File: config.mk
export PLATFORM = sky130hd
export DESIGN_NAME = cntmw_core
export DESIGN_NICKNAME = d
export VERILOG_FILES = /design/src/rtl/cntmw_pkg.sv /design/src/rtl/cntmw_core.sv
export VERILOG_INCLUDE_DIRS = /design/src /design/src/rtl
export SDC_FILE = /design/constraint.sdc
export NUM_CORES = 1
export LEC_CHECK = 0
export BUFFER_PORTS_ARGS = -buffer_cell sky130_fd_sc_hd__buf_4
export CAP_MARGIN = 20
export CORE_AREA = 2 2 142 89
export CTS_CLUSTER_SIZE = 30
export DETAILED_ROUTE_END_ITERATION = 6
export DIE_AREA = 0 0 144 91
export PLACE_DENSITY = 0.8
export SYNTH_ARGS = -nofsm -noshare
export SYNTH_HDL_FRONTEND = slang
export SYNTH_SLANG_ARGS = --single-unit
export TNS_END_PERCENT = 100
File: constraint.sdc
create_clock -name ref_clk_in -period 2.2 [get_ports ref_clk_in]
set_input_delay 0.11 -clock ref_clk_in [delete_from_list [all_inputs] [get_ports ref_clk_in]]
set_output_delay 0.11 -clock ref_clk_in [all_outputs]
set_load 0.01 [all_outputs]
File: src/rtl/cntmw_regs.svh
// constants of the transceiver mode and wake control block
// assumes a 125 MHz core clock and a single clock domain
// Overview of operation
// - normal mode carries data up to 2 Mbaud
// - mode chosen by software mode bits
// - off after reset; wake ignored while off
// - normal mode only in chip normal/stop
// - tx low dominant; rx mirrors bus in normal and receive-only
// - low tx at enable end not sent
// - receive-only: driver off, chip normal/stop only
// - wake-capable allowed widely; forced in fail-safe
// - wake needs dominant, short recessive, dominant
// - rx held low after wake until mode change
// - mode reads 01; no rewake until rearm
// - mode toggle rearms, flag clear not needed
// - chip stop/sleep/fail-safe entry rearms
// - wake in stop/normal: interrupt, status, rx low
// - stop wake enables watchdog if configured
// - sleep wake goes restart then normal
// - sleep wake raises no interrupt
// - tx dominant timeout: driver off, fault flag
// - driver returns when tx released
// - bus dominant timeout sets fault flag
// - supply undervoltage in normal disables driver
`ifndef CNTMW_REGS_SVH
`define CNTMW_REGS_SVH
`define CNTMW_ADDR_MODE       4'h0
`define CNTMW_ADDR_STATUS     4'h1
`define CNTMW_ADDR_WAKE_STAT  4'h2
`define CNTMW_ADDR_CONFIG     4'h3
`define CNTMW_CLK_MHZ         125
`define CNTMW_EN_DELAY_US     10
`define CNTMW_WAKE_DOM_US     1
`define CNTMW_WAKE_GAP_US     1000
`define CNTMW_TXD_TO_US       2000
`define CNTMW_BUS_TO_US       2000
`define CNTMW_EN_CYC          (`CNTMW_EN_DELAY_US * `CNTMW_CLK_MHZ)
`define CNTMW_WAKE_DOM_CYC    (`CNTMW_WAKE_DOM_US * `CNTMW_CLK_MHZ)
`define CNTMW_WAKE_GAP_CYC    (`CNTMW_WAKE_GAP_US * `CNTMW_CLK_MHZ)
`define CNTMW_TXD_TO_CYC      (`CNTMW_TXD_TO_US * `CNTMW_CLK_MHZ)
`define CNTMW_BUS_TO_CYC      (`CNTMW_BUS_TO_US * `CNTMW_CLK_MHZ)
`endif

File: src/rtl/cntmw_pkg.sv
// types of the transceiver mode and wake control block
// assumes the constants header is included by users
package cntmw_pkg;
    typedef enum logic [1:0] {
        CNTMW_OFF     = 2'b00,
        CNTMW_WAKE    = 2'b01,
        CNTMW_RXONLY  = 2'b10,
        CNTMW_NORMAL  = 2'b11
    } cntmw_mode_type;
    typedef enum logic [2:0] {
        CNTMW_CHIP_NORMAL   = 3'b000,
        CNTMW_CHIP_STOP     = 3'b001,
        CNTMW_CHIP_SLEEP    = 3'b010,
        CNTMW_CHIP_RESTART  = 3'b011,
        CNTMW_CHIP_FAILSAFE = 3'b100
    } cntmw_chip_type;
    typedef enum logic [1:0] {
        CNTMW_WK_IDLE  = 2'b00,
        CNTMW_WK_DOM1  = 2'b01,
        CNTMW_WK_GAP   = 2'b10,
        CNTMW_WK_DOM2  = 2'b11
    } cntmw_wk_type;
    typedef struct packed {
        logic [3:0]  addr;
        logic [7:0]  wdata;
        logic        wr;
        logic        rd;
    } cntmw_bus_type;
endpackage : cntmw_pkg

File: src/rtl/cntmw_core.sv
// transceiver mode control, enable delay, wake detection and time-outs
// assumes chip mode from the state machine on the same clock; pins async
//
// Added by the designer: the address-and-strobe port and the register addresses.
`timescale 1ns/1ps
`default_nettype none
`include "cntmw_regs.svh"
module cntmw_core #(
    parameter int EN_CYC       = `CNTMW_EN_CYC,
    parameter int WAKE_DOM_CYC = `CNTMW_WAKE_DOM_CYC,
    parameter int WAKE_GAP_CYC = `CNTMW_WAKE_GAP_CYC,
    parameter int TXD_TO_CYC   = `CNTMW_TXD_TO_CYC,
    parameter int BUS_TO_CYC   = `CNTMW_BUS_TO_CYC
) (
    // clock and reset
    input  wire logic                    ref_clk_in,
    input  wire logic                    rst_in,
    // register port
    input  wire cntmw_pkg::cntmw_bus_type bus_in,
    output logic [7:0]                   rdata_out,
    // chip state
    input  wire cntmw_pkg::cntmw_chip_type chip_mode_in,
    input  wire logic                    wd_enabled_in,
    output logic                         chip_restart_req_out,
    output logic                         wd_enable_req_out,
    output logic                         int_out,
    // controller pins
    input  wire logic                    tx_data_input,
    output logic                         rx_data_out,
    // bus side
    input  wire logic                    bus_dom_in,
    input  wire logic                    supply_uv_in,
    output logic                         drv_dom_out
);
    localparam int CW = 32;

    function automatic logic mode_ok(input cntmw_pkg::cntmw_mode_type m,
                                     input cntmw_pkg::cntmw_chip_type c);
        logic ns;
        ns = (c == cntmw_pkg::CNTMW_CHIP_NORMAL) || (c == cntmw_pkg::CNTMW_CHIP_STOP);
        if (m == cntmw_pkg::CNTMW_NORMAL || m == cntmw_pkg::CNTMW_RXONLY) begin
            mode_ok = ns;
        end else if (m == cntmw_pkg::CNTMW_WAKE) begin
            mode_ok = (c != cntmw_pkg::CNTMW_CHIP_FAILSAFE);
        end else begin
            mode_ok = 1'b1;
        end
    endfunction : mode_ok

    // synchronisers
    logic [1:0] tx_s, bus_s, uv_s;
    always_ff @(posedge ref_clk_in) begin
        if (rst_in) begin
            tx_s  <= 2'b11;
            bus_s <= 2'b00;
            uv_s  <= 2'b00;
        end else begin
            tx_s  <= {tx_s[0], tx_data_input};
            bus_s <= {bus_s[0], bus_dom_in};
            uv_s  <= {uv_s[0], supply_uv_in};
        end
    end
    wire tx_q  = tx_s[1];
    wire bus_q = bus_s[1];
    wire uv_q  = uv_s[1];

    cntmw_pkg::cntmw_mode_type mode;
    cntmw_pkg::cntmw_chip_type chip_prev;
    logic          armed, woken, wake_flag, fault_flag, uv_flag, wd_on_wake;
    logic          en_done, tx_gate, tx_to;
    logic [CW-1:0] en_cnt, wk_cnt, txd_cnt, bus_cnt;
    cntmw_pkg::cntmw_wk_type wk_st;
    logic [7:0]    wake_stat;

    // register decode
    wire wr_mode = bus_in.wr && (bus_in.addr == `CNTMW_ADDR_MODE);
    wire wr_stat = bus_in.wr && (bus_in.addr == `CNTMW_ADDR_STATUS);
    wire wr_wks  = bus_in.wr && (bus_in.addr == `CNTMW_ADDR_WAKE_STAT);
    wire wr_cfg  = bus_in.wr && (bus_in.addr == `CNTMW_ADDR_CONFIG);
    wire cntmw_pkg::cntmw_mode_type req_mode = cntmw_pkg::cntmw_mode_type'(bus_in.wdata[1:0]);
    wire mode_accept = wr_mode && mode_ok(req_mode, chip_mode_in);
    wire chip_chg = chip_mode_in != chip_prev;
    wire enter_low = chip_chg && (chip_mode_in == cntmw_pkg::CNTMW_CHIP_STOP
                     || chip_mode_in == cntmw_pkg::CNTMW_CHIP_SLEEP
                     || chip_mode_in == cntmw_pkg::CNTMW_CHIP_FAILSAFE);
    wire force_wake = (chip_mode_in == cntmw_pkg::CNTMW_CHIP_FAILSAFE)
                      && (mode != cntmw_pkg::CNTMW_WAKE);
    wire is_normal = (mode == cntmw_pkg::CNTMW_NORMAL);

    // wake pattern detector
    wire wk_dom_done = wk_cnt >= CW'(WAKE_DOM_CYC);
    wire wk_gap_over = wk_cnt >= CW'(WAKE_GAP_CYC);
    logic wake_hit;
    cntmw_pkg::cntmw_wk_type next_wk_st;
    always_comb begin
        next_wk_st = wk_st;
        wake_hit   = 1'b0;
        case (wk_st)
            cntmw_pkg::CNTMW_WK_IDLE: if (bus_q) next_wk_st = cntmw_pkg::CNTMW_WK_DOM1;
            cntmw_pkg::CNTMW_WK_DOM1: begin
                if (!bus_q) begin
                    next_wk_st = wk_dom_done ? cntmw_pkg::CNTMW_WK_GAP : cntmw_pkg::CNTMW_WK_IDLE;
                end
            end
            cntmw_pkg::CNTMW_WK_GAP: begin
                if (bus_q) begin
                    next_wk_st = cntmw_pkg::CNTMW_WK_DOM2;
                end else if (wk_gap_over) begin
                    next_wk_st = cntmw_pkg::CNTMW_WK_IDLE;
                end
            end
            cntmw_pkg::CNTMW_WK_DOM2: begin
                if (!bus_q) begin
                    next_wk_st = cntmw_pkg::CNTMW_WK_IDLE;
                end else if (wk_dom_done) begin
                    wake_hit   = 1'b1;
                    next_wk_st = cntmw_pkg::CNTMW_WK_IDLE;
                end
            end
            default: next_wk_st = cntmw_pkg::CNTMW_WK_IDLE;
        endcase
    end
    wire wk_run = (mode == cntmw_pkg::CNTMW_WAKE) && armed;
    wire wake_evt = wk_run && wake_hit;
    wire st_chg = next_wk_st != wk_st;

    always_ff @(posedge ref_clk_in) begin
        if (rst_in || !wk_run) begin
            wk_st  <= cntmw_pkg::CNTMW_WK_IDLE;
            wk_cnt <= '0;
        end else begin
            wk_st  <= next_wk_st;
            wk_cnt <= st_chg ? '0 : (wk_dom_done && wk_gap_over ? wk_cnt : wk_cnt + 1'b1);
        end
    end

    // mode, arming and wake state
    always_ff @(posedge ref_clk_in) begin
        if (rst_in) begin
            mode  <= cntmw_pkg::CNTMW_OFF;
            armed <= 1'b1;
            woken <= 1'b0;
        end else if (force_wake) begin
            mode  <= cntmw_pkg::CNTMW_WAKE;
            armed <= 1'b1;
            woken <= 1'b0;
        end else if (mode_accept && req_mode != mode) begin
            mode  <= req_mode;
            armed <= 1'b1;
            woken <= 1'b0;
        end else if (wake_evt) begin
            armed <= 1'b0;
            woken <= 1'b1;
        end else if (enter_low) begin
            armed <= 1'b1;
        end
    end

    // enable delay and time-outs
    wire en_cnt_done = en_cnt >= CW'(EN_CYC);
    wire txd_over = txd_cnt >= CW'(TXD_TO_CYC);
    wire bus_over = bus_cnt >= CW'(BUS_TO_CYC);
    always_ff @(posedge ref_clk_in) begin
        if (rst_in || !is_normal) begin
            en_cnt  <= '0;
            en_done <= 1'b0;
            tx_gate <= 1'b0;
        end else begin
            en_cnt  <= en_cnt_done ? en_cnt : en_cnt + 1'b1;
            en_done <= en_cnt_done;
            if (!en_done) begin
                tx_gate <= 1'b0;
            end else if (tx_q) begin
                tx_gate <= 1'b1;
            end
        end
    end
    always_ff @(posedge ref_clk_in) begin
        if (rst_in || !is_normal || tx_q) begin
            txd_cnt <= '0;
            tx_to   <= 1'b0;
        end else begin
            txd_cnt <= txd_over ? txd_cnt : txd_cnt + 1'b1;
            tx_to   <= tx_to | txd_over;
        end
    end
    always_ff @(posedge ref_clk_in) begin
        if (rst_in || !bus_q) begin
            bus_cnt <= '0;
        end else begin
            bus_cnt <= bus_over ? bus_cnt : bus_cnt + 1'b1;
        end
    end

    // flags: hardware set wins over software clear
    wire ev_fault = (is_normal && txd_over) || bus_over;
    wire ev_uv = is_normal && uv_q;
    wire quiet = (chip_mode_in == cntmw_pkg::CNTMW_CHIP_SLEEP)
                 || (chip_mode_in == cntmw_pkg::CNTMW_CHIP_RESTART)
                 || (chip_mode_in == cntmw_pkg::CNTMW_CHIP_FAILSAFE);
    always_ff @(posedge ref_clk_in) begin
        if (rst_in) begin
            fault_flag <= 1'b0;
            uv_flag    <= 1'b0;
            wake_flag  <= 1'b0;
            wake_stat  <= 8'h00;
            wd_on_wake <= 1'b0;
        end else begin
            fault_flag <= ev_fault | (fault_flag & ~(wr_stat & bus_in.wdata[0]));
            uv_flag    <= ev_uv | (uv_flag & ~(wr_stat & bus_in.wdata[1]));
            wake_flag  <= wake_evt | (wake_flag & ~(wr_wks & bus_in.wdata[0]));
            wake_stat  <= wake_evt ? {5'h00, chip_mode_in} :
                          (wr_wks & bus_in.wdata[0]) ? 8'h00 : wake_stat;
            wd_on_wake <= wr_cfg ? bus_in.wdata[0] : wd_on_wake;
        end
    end

    // outputs
    wire drive = is_normal && tx_gate && !tx_to && !uv_q;
    logic [7:0] rd_mux;
    always_comb begin
        if (bus_in.addr == `CNTMW_ADDR_MODE) begin
            rd_mux = {6'h00, mode};
        end else if (bus_in.addr == `CNTMW_ADDR_STATUS) begin
            rd_mux = {5'h00, tx_to, uv_flag, fault_flag};
        end else if (bus_in.addr == `CNTMW_ADDR_WAKE_STAT) begin
            rd_mux = {wake_flag, wake_stat[6:0]};
        end else if (bus_in.addr == `CNTMW_ADDR_CONFIG) begin
            rd_mux = {7'h00, wd_on_wake};
        end else begin
            rd_mux = 8'h00;
        end
    end
    always_ff @(posedge ref_clk_in) begin
        if (rst_in) begin
            rdata_out            <= 8'h00;
            drv_dom_out          <= 1'b0;
            rx_data_out          <= 1'b1;
            int_out              <= 1'b0;
            chip_restart_req_out <= 1'b0;
            wd_enable_req_out    <= 1'b0;
        end else begin
            rdata_out            <= bus_in.rd ? rd_mux : 8'h00;
            drv_dom_out          <= drive && !tx_q;
            rx_data_out          <= woken ? 1'b0 :
                                    ((is_normal || mode == cntmw_pkg::CNTMW_RXONLY) ? !bus_q : 1'b1);
            int_out              <= wake_evt && !quiet;
            chip_restart_req_out <= wake_evt && (chip_mode_in == cntmw_pkg::CNTMW_CHIP_SLEEP);
            wd_enable_req_out    <= wake_evt && wd_on_wake && !wd_enabled_in
                                    && (chip_mode_in == cntmw_pkg::CNTMW_CHIP_STOP);
        end
    end

    always_ff @(posedge ref_clk_in) begin
        if (rst_in) chip_prev <= cntmw_pkg::CNTMW_CHIP_NORMAL;
        else chip_prev <= chip_mode_in;
    end

    property p_off_after_reset;
        @(posedge ref_clk_in) rst_in |=> mode == cntmw_pkg::CNTMW_OFF;
    endproperty
    a_off_after_reset: assert property (p_off_after_reset) else $error("mode not off");
    property p_no_drive_off_mode;
        @(posedge ref_clk_in) disable iff (rst_in) !is_normal |=> !drv_dom_out;
    endproperty
    a_no_drive_off_mode: assert property (p_no_drive_off_mode) else $error("drive outside normal");
    property p_rx_low_woken;
        @(posedge ref_clk_in) disable iff (rst_in) woken |=> !rx_data_out;
    endproperty
    a_rx_low_woken: assert property (p_rx_low_woken) else $error("rx not low");
    property p_mode_stays;
        @(posedge ref_clk_in) disable iff (rst_in) wake_evt |=> mode == cntmw_pkg::CNTMW_WAKE;
    endproperty
    a_mode_stays: assert property (p_mode_stays) else $error("mode changed on wake");
    property p_no_rewake;
        @(posedge ref_clk_in) disable iff (rst_in) wake_evt |=> !wake_evt;
    endproperty
    a_no_rewake: assert property (p_no_rewake) else $error("double wake");
    property p_int_sleep;
        @(posedge ref_clk_in) disable iff (rst_in)
            (wake_evt && chip_mode_in == cntmw_pkg::CNTMW_CHIP_SLEEP) |=> !int_out && chip_restart_req_out;
    endproperty
    a_int_sleep: assert property (p_int_sleep) else $error("sleep wake wrong");
    property p_int_stop;
        @(posedge ref_clk_in) disable iff (rst_in)
            (wake_evt && chip_mode_in == cntmw_pkg::CNTMW_CHIP_STOP) |=> int_out;
    endproperty
    a_int_stop: assert property (p_int_stop) else $error("no interrupt");
    property p_txto_off;
        @(posedge ref_clk_in) disable iff (rst_in) tx_to |=> !drv_dom_out;
    endproperty
    a_txto_off: assert property (p_txto_off) else $error("drive in timeout");
    property p_enable_gate;
        @(posedge ref_clk_in) disable iff (rst_in) $rose(is_normal) |=> !drv_dom_out [*2];
    endproperty
    a_enable_gate: assert property (p_enable_gate) else $error("early drive");
    property p_uv_off;
        @(posedge ref_clk_in) disable iff (rst_in) uv_q |=> !drv_dom_out;
    endproperty
    a_uv_off: assert property (p_uv_off) else $error("drive in undervoltage");
    property p_rx_off;
        @(posedge ref_clk_in) disable iff (rst_in) mode == cntmw_pkg::CNTMW_OFF |=> rx_data_out;
    endproperty
    a_rx_off: assert property (p_rx_off) else $error("rx not idle while off");
    property p_refuse_normal;
        @(posedge ref_clk_in) disable iff (rst_in)
            (wr_mode && req_mode == cntmw_pkg::CNTMW_NORMAL
             && !is_normal
             && chip_mode_in == cntmw_pkg::CNTMW_CHIP_SLEEP)
            |=> !is_normal;
    endproperty
    a_refuse_normal: assert property (p_refuse_normal) else $error("normal in sleep");
    property p_refuse_rxonly;
        @(posedge ref_clk_in) disable iff (rst_in)
            (wr_mode && req_mode == cntmw_pkg::CNTMW_RXONLY
             && mode != cntmw_pkg::CNTMW_RXONLY
             && chip_mode_in == cntmw_pkg::CNTMW_CHIP_SLEEP)
            |=> mode != cntmw_pkg::CNTMW_RXONLY;
    endproperty
    a_refuse_rxonly: assert property (p_refuse_rxonly) else $error("rx-only in sleep");
    property p_failsafe_wake;
        @(posedge ref_clk_in) disable iff (rst_in)
            (chip_mode_in == cntmw_pkg::CNTMW_CHIP_FAILSAFE && !wr_mode)
            |=> mode == cntmw_pkg::CNTMW_WAKE;
    endproperty
    a_failsafe_wake: assert property (p_failsafe_wake) else $error("not forced");
    property p_wd_req;
        @(posedge ref_clk_in) disable iff (rst_in)
            (wake_evt && wd_on_wake && !wd_enabled_in
             && chip_mode_in == cntmw_pkg::CNTMW_CHIP_STOP) |=> wd_enable_req_out;
    endproperty
    a_wd_req: assert property (p_wd_req) else $error("no watchdog request");
    property p_no_wd_req;
        @(posedge ref_clk_in) disable iff (rst_in) wd_enabled_in |=> !wd_enable_req_out;
    endproperty
    a_no_wd_req: assert property (p_no_wd_req) else $error("watchdog already on");
    property p_bus_fault;
        @(posedge ref_clk_in) disable iff (rst_in) bus_over |=> fault_flag;
    endproperty
    a_bus_fault: assert property (p_bus_fault) else $error("bus fault not flagged");
    property p_txd_fault;
        @(posedge ref_clk_in) disable iff (rst_in) (is_normal && txd_over && !tx_q) |=> fault_flag && tx_to;
    endproperty
    a_txd_fault: assert property (p_txd_fault) else $error("tx timeout not flagged");
    property p_uv_flag;
        @(posedge ref_clk_in) disable iff (rst_in) ev_uv |=> uv_flag;
    endproperty
    a_uv_flag: assert property (p_uv_flag) else $error("undervoltage not flagged");
    property p_rdata_idle;
        @(posedge ref_clk_in) disable iff (rst_in) !bus_in.rd |=> rdata_out == 8'h00;
    endproperty
    a_rdata_idle: assert property (p_rdata_idle) else $error("read data not idle");
    property p_rearm;
        @(posedge ref_clk_in) disable iff (rst_in) (enter_low && !wake_evt) |=> armed;
    endproperty
    a_rearm: assert property (p_rearm) else $error("not rearmed");
    c_sleep_wake: cover property (@(posedge ref_clk_in) chip_restart_req_out);
    c_wake: cover property (@(posedge ref_clk_in) wake_evt);
    c_drive: cover property (@(posedge ref_clk_in) drv_dom_out);
    c_txto: cover property (@(posedge ref_clk_in) $rose(tx_to));
endmodule : cntmw_core
`default_nettype wire

== After elaboration in Yosys (flattened, before gate mapping) ==
Cells that the tools add are included.
Storage, ports and cells
  word-level logic and storage cells: 154
  register bits after elaboration: 166
  output and inout bits: 13
  input port bits: 23
Operators by class
  multiplexer cells: 25
  reduce and logical (&&, ||, !) cells: 55
  add/sub/neg operators: 4
  bitwise operators: 15
  order comparisons: 5
  equal/unequal tests: 21
Operator list (number)
  32-bit by 1-bit adder with 32-bit output, second input constant: 4
  32-bit by 18-bit greater-or-equal comparator with 1-bit output, second input constant: 2
  32-bit by 11-bit greater-or-equal comparator with 1-bit output, second input constant: 1
  32-bit by 17-bit greater-or-equal comparator with 1-bit output, second input constant: 1
  32-bit by 7-bit greater-or-equal comparator with 1-bit output, second input constant: 1
  1-bit logical AND: 22
  2-bit two-way mux: 8
  2-bit equality test, second input constant: 6
  1-bit logical OR: 12
  1-bit two-way mux: 12
  3-bit two-way mux: 3
  4-bit by 2-bit equality test with 1-bit output, second input constant: 2
  1-bit zero test: 8
  8-bit two-way mux: 1
  2-bit case mux with 4 select lines: 1
  2-bit OR reduction: 4
  1-bit bitwise AND: 6
  2-bit by 1-bit equality test with 1-bit output, second input constant: 3
  3-bit by 2-bit equality test with 1-bit output, second input constant: 2
  2-bit nonzero test: 3
  3-bit OR reduction: 2
  1-bit NOT: 5
  4-bit by 1-bit equality test with 1-bit output, second input constant: 1
  4-bit zero test: 1
  10 further kinds: 14

== Depth between registers and ports, before layout ==
Gate-level depths: netlist of the first run.
  depth after elaboration: 8
  depth in mapped cells: 8
  depth with buffers taken out: 7

== Worst setup path after synthesis of the first run ==
No wires, ideal clock.
  path kind: register -> register
  start point: register wk_cnt[0]
  end point: register wk_cnt[22]
  arrival: 1.820 ns
  setup time: 0.115 ns
  path buffers: 1
  data required time: 2.085 ns
  slack: 0.265 ns
  cell stages (with the launch flop): 9
  clock period less this slack: 1.935 ns
  path through: dfxtp_1 inv_1 ha_1 nor2b_1 or4_1 and4_1 o21a_2 buf_6 and2_1
On the way
  longest elaborated chain between the ends: 6
  elaborated cells on any way between the ends: 13
  classes of those cells: add/sub (1); order compare (2); eq/ne (1); mux (7); reduce/logical (2)
RTL lines
  start: declaration: line cntmw_core.sv:71  | logic [CW-1:0] en_cnt, wk_cnt, txd_cnt, bus_cnt;
  start signal: assignment: line cntmw_core.sv:133  | wk_cnt <= st_chg ? '0 : (wk_dom_done && wk_gap_over ? wk_cnt : wk_cnt + 1'b1);
  32-bit by 7-bit greater-or-equal comparator with 1-bit output / 32-bit by 17-bit greater-or-equal comparator with 1-bit output (equally long branches): line cntmw_core.sv:91, cntmw_core.sv:92
  2-bit two-way mux (on tied branches): line cntmw_core.sv:115, cntmw_core.sv:102, cntmw_core.sv:108
  2-bit two-way mux (on tied branches): line cntmw_core.sv:113, cntmw_core.sv:101, cntmw_core.sv:106
  2-bit case mux with 4 select lines: line cntmw_core.sv:98  | case (wk_st)
  2-bit != test: line cntmw_core.sv:125  | wire st_chg = next_wk_st != wk_st;
  2-bit OR reduction (no source line)
Several ways; a longest one is shown, not always the timed one.
A chain may end at the register's enable or synchronous reset.

== Worst setup path in the final report of the first run ==
  start point: register wk_cnt[0]
  end point: register chip_restart_req_out
On the way
  longest elaborated chain between the ends: 6
RTL lines
  32-bit by 7-bit greater-or-equal comparator with 1-bit output: line cntmw_core.sv:91  | wire wk_dom_done = wk_cnt >= CW'(WAKE_DOM_CYC);
  1-bit two-way mux: line cntmw_core.sv:115  | end else if (wk_dom_done) begin
  1-bit two-way mux: line cntmw_core.sv:113  | if (!bus_q) begin
  1-bit two-way mux: line cntmw_core.sv:98
  1-bit logical AND: line cntmw_core.sv:124  | wire wake_evt = wk_run && wake_hit;
  1-bit logical AND: line cntmw_core.sv:248  | chip_restart_req_out <= wake_evt && (chip_mode_in == cntmw_pkg::CNTMW_CHIP_SLEEP);
  end signal: assignment: line cntmw_core.sv:248
  end: declaration: line cntmw_core.sv:24  | output logic chip_restart_req_out,
No other way between the ends.

==> run_results.csv, run 1 <==
group,metric,value,unit
floorplan,io_pins,36,
synth,synth_flop_cell,"dfxtp_1",
min_path,min_from,"rst_in",
grt,grt_max_degree,32,
critical_path,worstPathRequired,2520,ps
sta,fmax,481.9,MHz
floorplan,core,0.01175,mm^2
power_and_ir_drop,clockPowerShare,47.9,%
power_and_ir_drop,p_int,4.594,mW
status,outcome,"finished clean",
detailed_routing,drc,0,
clock_tree,clkSlewWorstSetupHoldPaths,70,ps
critical_path,critPathCaptureType,"flip-flop",
power_and_ir_drop,peakVddDrop,566.8,uV
synth,synth-seq-area-share,49.10,%
flow_run,cap_viol_max_count,0,
critical_path,r2r-start,"wk_cnt[0]",
detailed_routing,drtIter0Drc,484,
clock_tree,cts_tree,"built",
synth,synth-edff-count,0,
grt,grt-ovfl-total,0,
sta,drv_slew,0,
final_layout,fin_util,64.94,%
grt,track_usage,22.32,%
detailed_routing,vias_per_cell,5.699,
grt,grt_pass1_wl,23.68,mm
sta,fin_crit_sh,94.33,%
critical_path,start_kind,"flip-flop",
grt,antenna_found_initial,0,
clock_tree,root_buffer,"clkbuf_16",
sta,rsz0062_at_grt,"false",
detailed_routing,ant_nets,0,
critical_path,rr_endpoint,"chip_restart_req_out",
sta,slew-limit-headroom,48.68,%
sta,hold_ws,35.44,ps
min_path,min_to,"uv_s[0]",
floorplan,start_util,56.20,%
grt,grt_pass1_vias,4956,
power_and_ir_drop,p_per_area,772.6,mW/mm^2
detailed_routing,vias,5334,
clock_tree,insertion_delay,420,ps
critical_path,arrival,2390,ps
synth,syn_area_per_cell,9.186,um^2
synth,syn_inst,719,
sta,finalSetupTns,0,ps
clock_tree,clock-sinks,162,
final_layout,nets,791,
final_layout,stdcell_count,936,
clock_tree,cts_buffers,17,
final_layout,mostFrequentLayoutCells,"dfxtp_1, and2_1, nor2_1",
final_layout,antenna_cells,0,
detailed_routing,wl_per_cell,14.90,um
synth,netlist_area,0.006605,mm^2
critical_path,ff2ff_path_depth,7,
synth,ys.warnings.count,0,
sta,fin_crit,2075,ps
floorplan,die_height,91,um
detailed_routing,wirelength,13.94,mm
final_layout,drive_above_1_share,12.45,%
detailed_routing,firstDrtPassIters,7,
sta,fin_skew,10.64,ps
power_and_ir_drop,p_leak,2.856,nW
place,hpwl,9.316,mm
clock_tree,clock_path_buffers,2,
critical_path,worstSetupPathType,"flip-flop to flip-flop",
synth,synth-seq-cells,162,
floorplan,die_w,144,um
final_layout,final_common_cell,"dfxtp_1",
place,place_congestion,0.8275,
power_and_ir_drop,swShare,22.10,%
sta,setup_viol,0,
floorplan,fp-row-count,31,
min_path,min_path_cells,2,
min_path,hold_path_class,"input port to flip-flop",
place,portBuffers,25,
synth,ys_async_sr_fraction,0,%
sta,hold_viol,0,
power_and_ir_drop,switchingPower,1.303,mW
final_layout,area_growth,15.55,%
critical_path,path_max_fanout,9,
critical_path,r2r_setup_slack,120,ps
synth,synth_cell_type_count,62,
floorplan,die_area,0.01310,mm^2
clock_tree,cts_setup_buffers,0,
sta,worstMarginPinSlew,768.1,ps
power_and_ir_drop,seq_power_share,50.1,%
clock_tree,h-tree-depth,4,
place,dp.cells,896,
power_and_ir_drop,combPwrFrac,2.0,%
-- cell families after synthesis --
logic type	Yosys count	share of synthesized area, %
and+or+nand+nor	344	29.02
other	1	0.05677
buffers and inverters	54	3.561
xor gates and xnor gates	24	3.182
DFF	162	49.10
AOI/OAI and AO/OA	111	11.02
muxes	13	2.160
adders and majority gates	10	1.894
-- what timing repair did --
action                                 CTS  global route
endpoints found under the hold margin    9             0
gates resized for setup                  0             2
hold buffers                             8             0
setup endpoints to repair                0             5
-- Yosys cell counts, drive strengths merged (3+ instances only) --
master | count | area share, %
nand4 | 25 | 2.7
nor2 | 59 | 3.4
o21a | 5 | 0.59
a31oi | 3 | 0.28
and3 | 8 | 0.76
o31a | 3 | 0.40
o21ai | 24 | 1.9
nor2b | 9 | 0.85
clkbuf | 19 | 1.1
or4 | 9 | 1.0
dfxtp | 162 | 49
mux2i | 12 | 1.8
or2 | 9 | 0.85
nor3b | 3 | 0.34
a2111oi | 5 | 0.66
a31o | 4 | 0.53
nor3 | 14 | 1.1
nand3 | 33 | 2.5
and2 | 72 | 6.8
and4 | 10 | 1.3
nor4b | 3 | 0.59
a21oi | 32 | 2.4
buf | 12 | 1.2
o211ai | 3 | 0.34
inv | 23 | 1.3
a211oi | 5 | 0.64
ha | 10 | 1.9
xnor2 | 16 | 2.1
nor4 | 24 | 2.3
xor2 | 8 | 1.1
or3 | 13 | 1.2
nand2 | 48 | 2.7
o31ai | 9 | 1.0
a21boi | 3 | 0.34
-- metal layers --
layer  wire length, um  vias to the layer above  track usage (%)
met5                 0                        -                0
met4               218                        0            8.170
met3               599                       24            4.589
met2              6381                      137            34.68
met1              6744                     2544            30.75
li1                  -                     2629                -
-- critical path, cell delays in order, from the launching register on --
cell and delay [ps]:
dfxtp_1 410, inv_1 100, ha_1 190, nor2b_1 110, or4_1 420, nand3_1 190
nand4_4 230, nor4_1 310
-- worst max path at each step --
stage | startpoint | end | slack [ps] | cells past startpoint
global route | wk_cnt[19] | wk_cnt[15] | 30 | 5
global placement | wk_cnt[0] | int_out | 190 | 7
floorplan | wk_cnt[0] | wk_cnt[22] | 260 | 8
CTS | wk_cnt[0] | chip_restart_req_out | 40 | 7
detailed placement | wk_cnt[0] | chip_restart_req_out | 80 | 7
finish | wk_cnt[0] | chip_restart_req_out | 120 | 7
-- cell type report --
type                            instances  area [um^2]
Clock buffer                           18        439.2
Fill cell                             901         4120
Inverter                               23        86.33
Tap cell                              165        206.4
Clock inverter                         14        128.9
Sequential cell                       162         3243
Timing Repair Buffer                   48        380.4
Multi-Input combinational cell        506         3148
-- per-stage QoR --
step	total power, mW	worst slack (ps)	cell area (um^2)
finish	5.897	124.8	7632
global route	6.081	25.56	7632
CTS	5.937	36.32	7622
detailed placement	3.124	75.01	6974
global placement	3.119	187.2	6974
floorplan	3.080	264.9	6616
-- power groups by stage --
| stage | clock, mW | sequential [mW] | combinational, mW |
|---|---|---|---|
| finish | 2.82 | 2.95 | 0.119 |
| global route | 3.00 | 2.95 | 0.131 |
| CTS | 2.87 | 2.95 | 0.117 |
| detailed placement | 0 | 3.02 | 0.105 |
| global placement | 0 | 3.02 | 0.101 |
| floorplan | 0 | 3.02 | 0.0643 |
-- state kept, by name (all words and copies together), names as in the netlist, 3 cells and up --
signal / count
bus_cnt: 32
rdata_out: 4
wake_stat: 3
chip_prev: 3
wk_cnt: 32
en_cnt: 32
txd_cnt: 32
No activity file was read; power rests on OpenSTA's default activity.
==> inputs of run 2 (changes only) <==
- CORE_AREA: 2 2 142 89 -> 2 2 152 95
- DIE_AREA: 0 0 144 91 -> 0 0 154 97
- PLACE_DENSITY: 0.8 -> 0.72
==> run 2 against run 1 <==
  * Critical path depth fell by 1
  * Setup slack got worse by 4.4 ps
  * Hold slack improved by 9.5 ps
  * Largest power group is now clock
==> run_results.csv, run 2 (synthesized netlist as in run 1, its figures left out) <==
group,metric,value,unit
power_and_ir_drop,peakVddDrop,442.9,uV
clock_tree,cts_buffers,17,
critical_path,crit_chain,"or4_1 > nor4b_4 > and4_1 > o21ai_2 > buf_4 > a21oi_1",
final_layout,final_common_cell,"dfxtp_1",
sta,rsz0062_at_grt,"false",
detailed_routing,vias,5273,
floorplan,start_util,49.22,%
detailed_routing,drc,0,
final_layout,multi_input_comb_area,0.003196,mm^2
grt,antenna_found_initial,0,
grt,track_usage,19.50,%
floorplan,die_area,0.01494,mm^2
flow_run,cap_viol_max_count,0,
final_layout,ff_latch_area,0.003243,mm^2
critical_path,ff2ff_path_depth,6,
clock_tree,clock_path_buffers,2,
critical_path,start_kind,"flip-flop",
critical_path,slowest_delay,590,ps
clock_tree,clock-sinks,162,
status,outcome,"finished clean",
detailed_routing,wl_per_cell,14.79,um
detailed_routing,wirelength,14.08,mm
place,place_congestion,0.7963,
detailed_routing,vias_per_cell,5.539,
final_layout,nets,797,
grt,grt_pass1_vias,5046,
detailed_routing,firstDrtPassIters,7,
final_layout,antenna_cells,0,
detailed_routing,ant_nets,0,
clock_tree,h-tree-depth,4,
final_layout,drive_above_1_share,13.38,%
sta,fin_crit,2080,ps
grt,grt-ovfl-total,0,
clock_tree,clkSlewWorstSetupHoldPaths,70,ps
floorplan,die_height,97,um
sta,fin_crit_sh,94.53,%
grt,grt_max_degree,22,
sta,finalSetupTns,0,ps
floorplan,core,0.01342,mm^2
sta,drv_slew,0,
power_and_ir_drop,p_leak,2.947,nW
critical_path,worstSetupPathType,"flip-flop to flip-flop",
critical_path,crit_slowest_cell,"or4_1",
final_layout,area_growth,17.81,%
power_and_ir_drop,p_per_area,781.4,mW/mm^2
place,hpwl,9.672,mm
critical_path,worstPathRequired,2530,ps
grt,grt_pass1_wl,23.81,mm
sta,hold_ws,44.97,ps
sta,worstMarginPinSlew,830.3,ps
critical_path,arrival,2410,ps
sta,hold_viol,0,
final_layout,fin_util,57.99,%
final_layout,mostFrequentLayoutCells,"dfxtp_1, and2_1, nor2_1",
sta,slew-limit-headroom,44.53,%
floorplan,fp-row-count,33,
floorplan,die_w,154,um
min_path,min_path_cells,2,
critical_path,path_max_fanout,16,
min_path,hold_path_class,"input port to flip-flop",
clock_tree,root_buffer,"clkbuf_16",
sta,setup_viol,0,
sta,fmax,480.9,MHz
critical_path,critPathCaptureType,"flip-flop",
clock_tree,insertion_delay,420,ps
floorplan,io_pins,36,
final_layout,fillCellCount,1115,
detailed_routing,drtIter0Drc,323,
place,portBuffers,25,
clock_tree,cts_tree,"built",
sta,fin_skew,9.012,ps
-- run 2: changes by cell type in the layout (fill, tap and decap cells not counted), moves of 2 or more --
cell	before	now
nor4b_2	2	0
clkinvlp_4	6	4
nor4_1	24	22
buf_4	40	44
nor4b_4	0	2
bufinv_16	1	3
nor4_2	0	2
-- run 2: worst paths after layout --
path / from / slack [ps] / to
worst max-delay path: wk_cnt[11] / 120 / wk_cnt[15]
worst min-delay path: rst_in / 40 / bus_s[0]
worst max register to register: wk_cnt[11] / 120 / wk_cnt[15]
worst min register to register: tx_s[0] / 410 / tx_s[1]
-- run 2: cell type report --
class	count	area share (%)
flip-flops and latches	162	41.68
clock buffers	18	5.515
multi-input cells	507	41.07
inverters	23	1.110
well taps	175	2.814
repair buffers	53	5.531
clock inverters	14	2.283
-- run 2: power by group --
group | switching (mW) | internal, mW
combinational | 0.0658 | 0.0542
clock | 1.21 | 1.80
sequential | 0.0103 | 2.94
total | 1.28 | 4.80
-- run 2: worst max-delay path: cells and delay by family, from the launching register on --
kind            cells  cell delay (ps)
flops               1              350
simple gates        3             1180
buf+inv             1              200
compound gates      2              260
-- run 2: timing repair --
item                       CTS  global route
setup endpoints to repair    1             9
hold buffers                 8             0
buffers inserted             0             3
pin swaps                    0             2
gates cloned                 0             1
hold endpoints to repair     9             0
resized for setup            1             6
-- run 2: per-stage QoR --
stage / setup WS, ps / area (um^2) / std cells / power, mW
floorplan: 264.9 / 6616 / 722 / 3.080
global placement: 169.6 / 7014 / 908 / 3.119
detailed placement: 51.68 / 7014 / 908 / 3.124
CTS: 74.27 / 7710 / 948 / 6.130
global route: 15.03 / 7781 / 952 / 6.257
finish: 120.4 / 7781 / 952 / 6.080
-- run 2: per-layer routing --
metal	routed length [um]	up-vias	GRT usage (%)
met2	6501	108	31.53
li1	-	2641	-
met3	534	20	4.077
met4	235	0	6.542
met5	0	-	0
met1	6804	2504	26.06
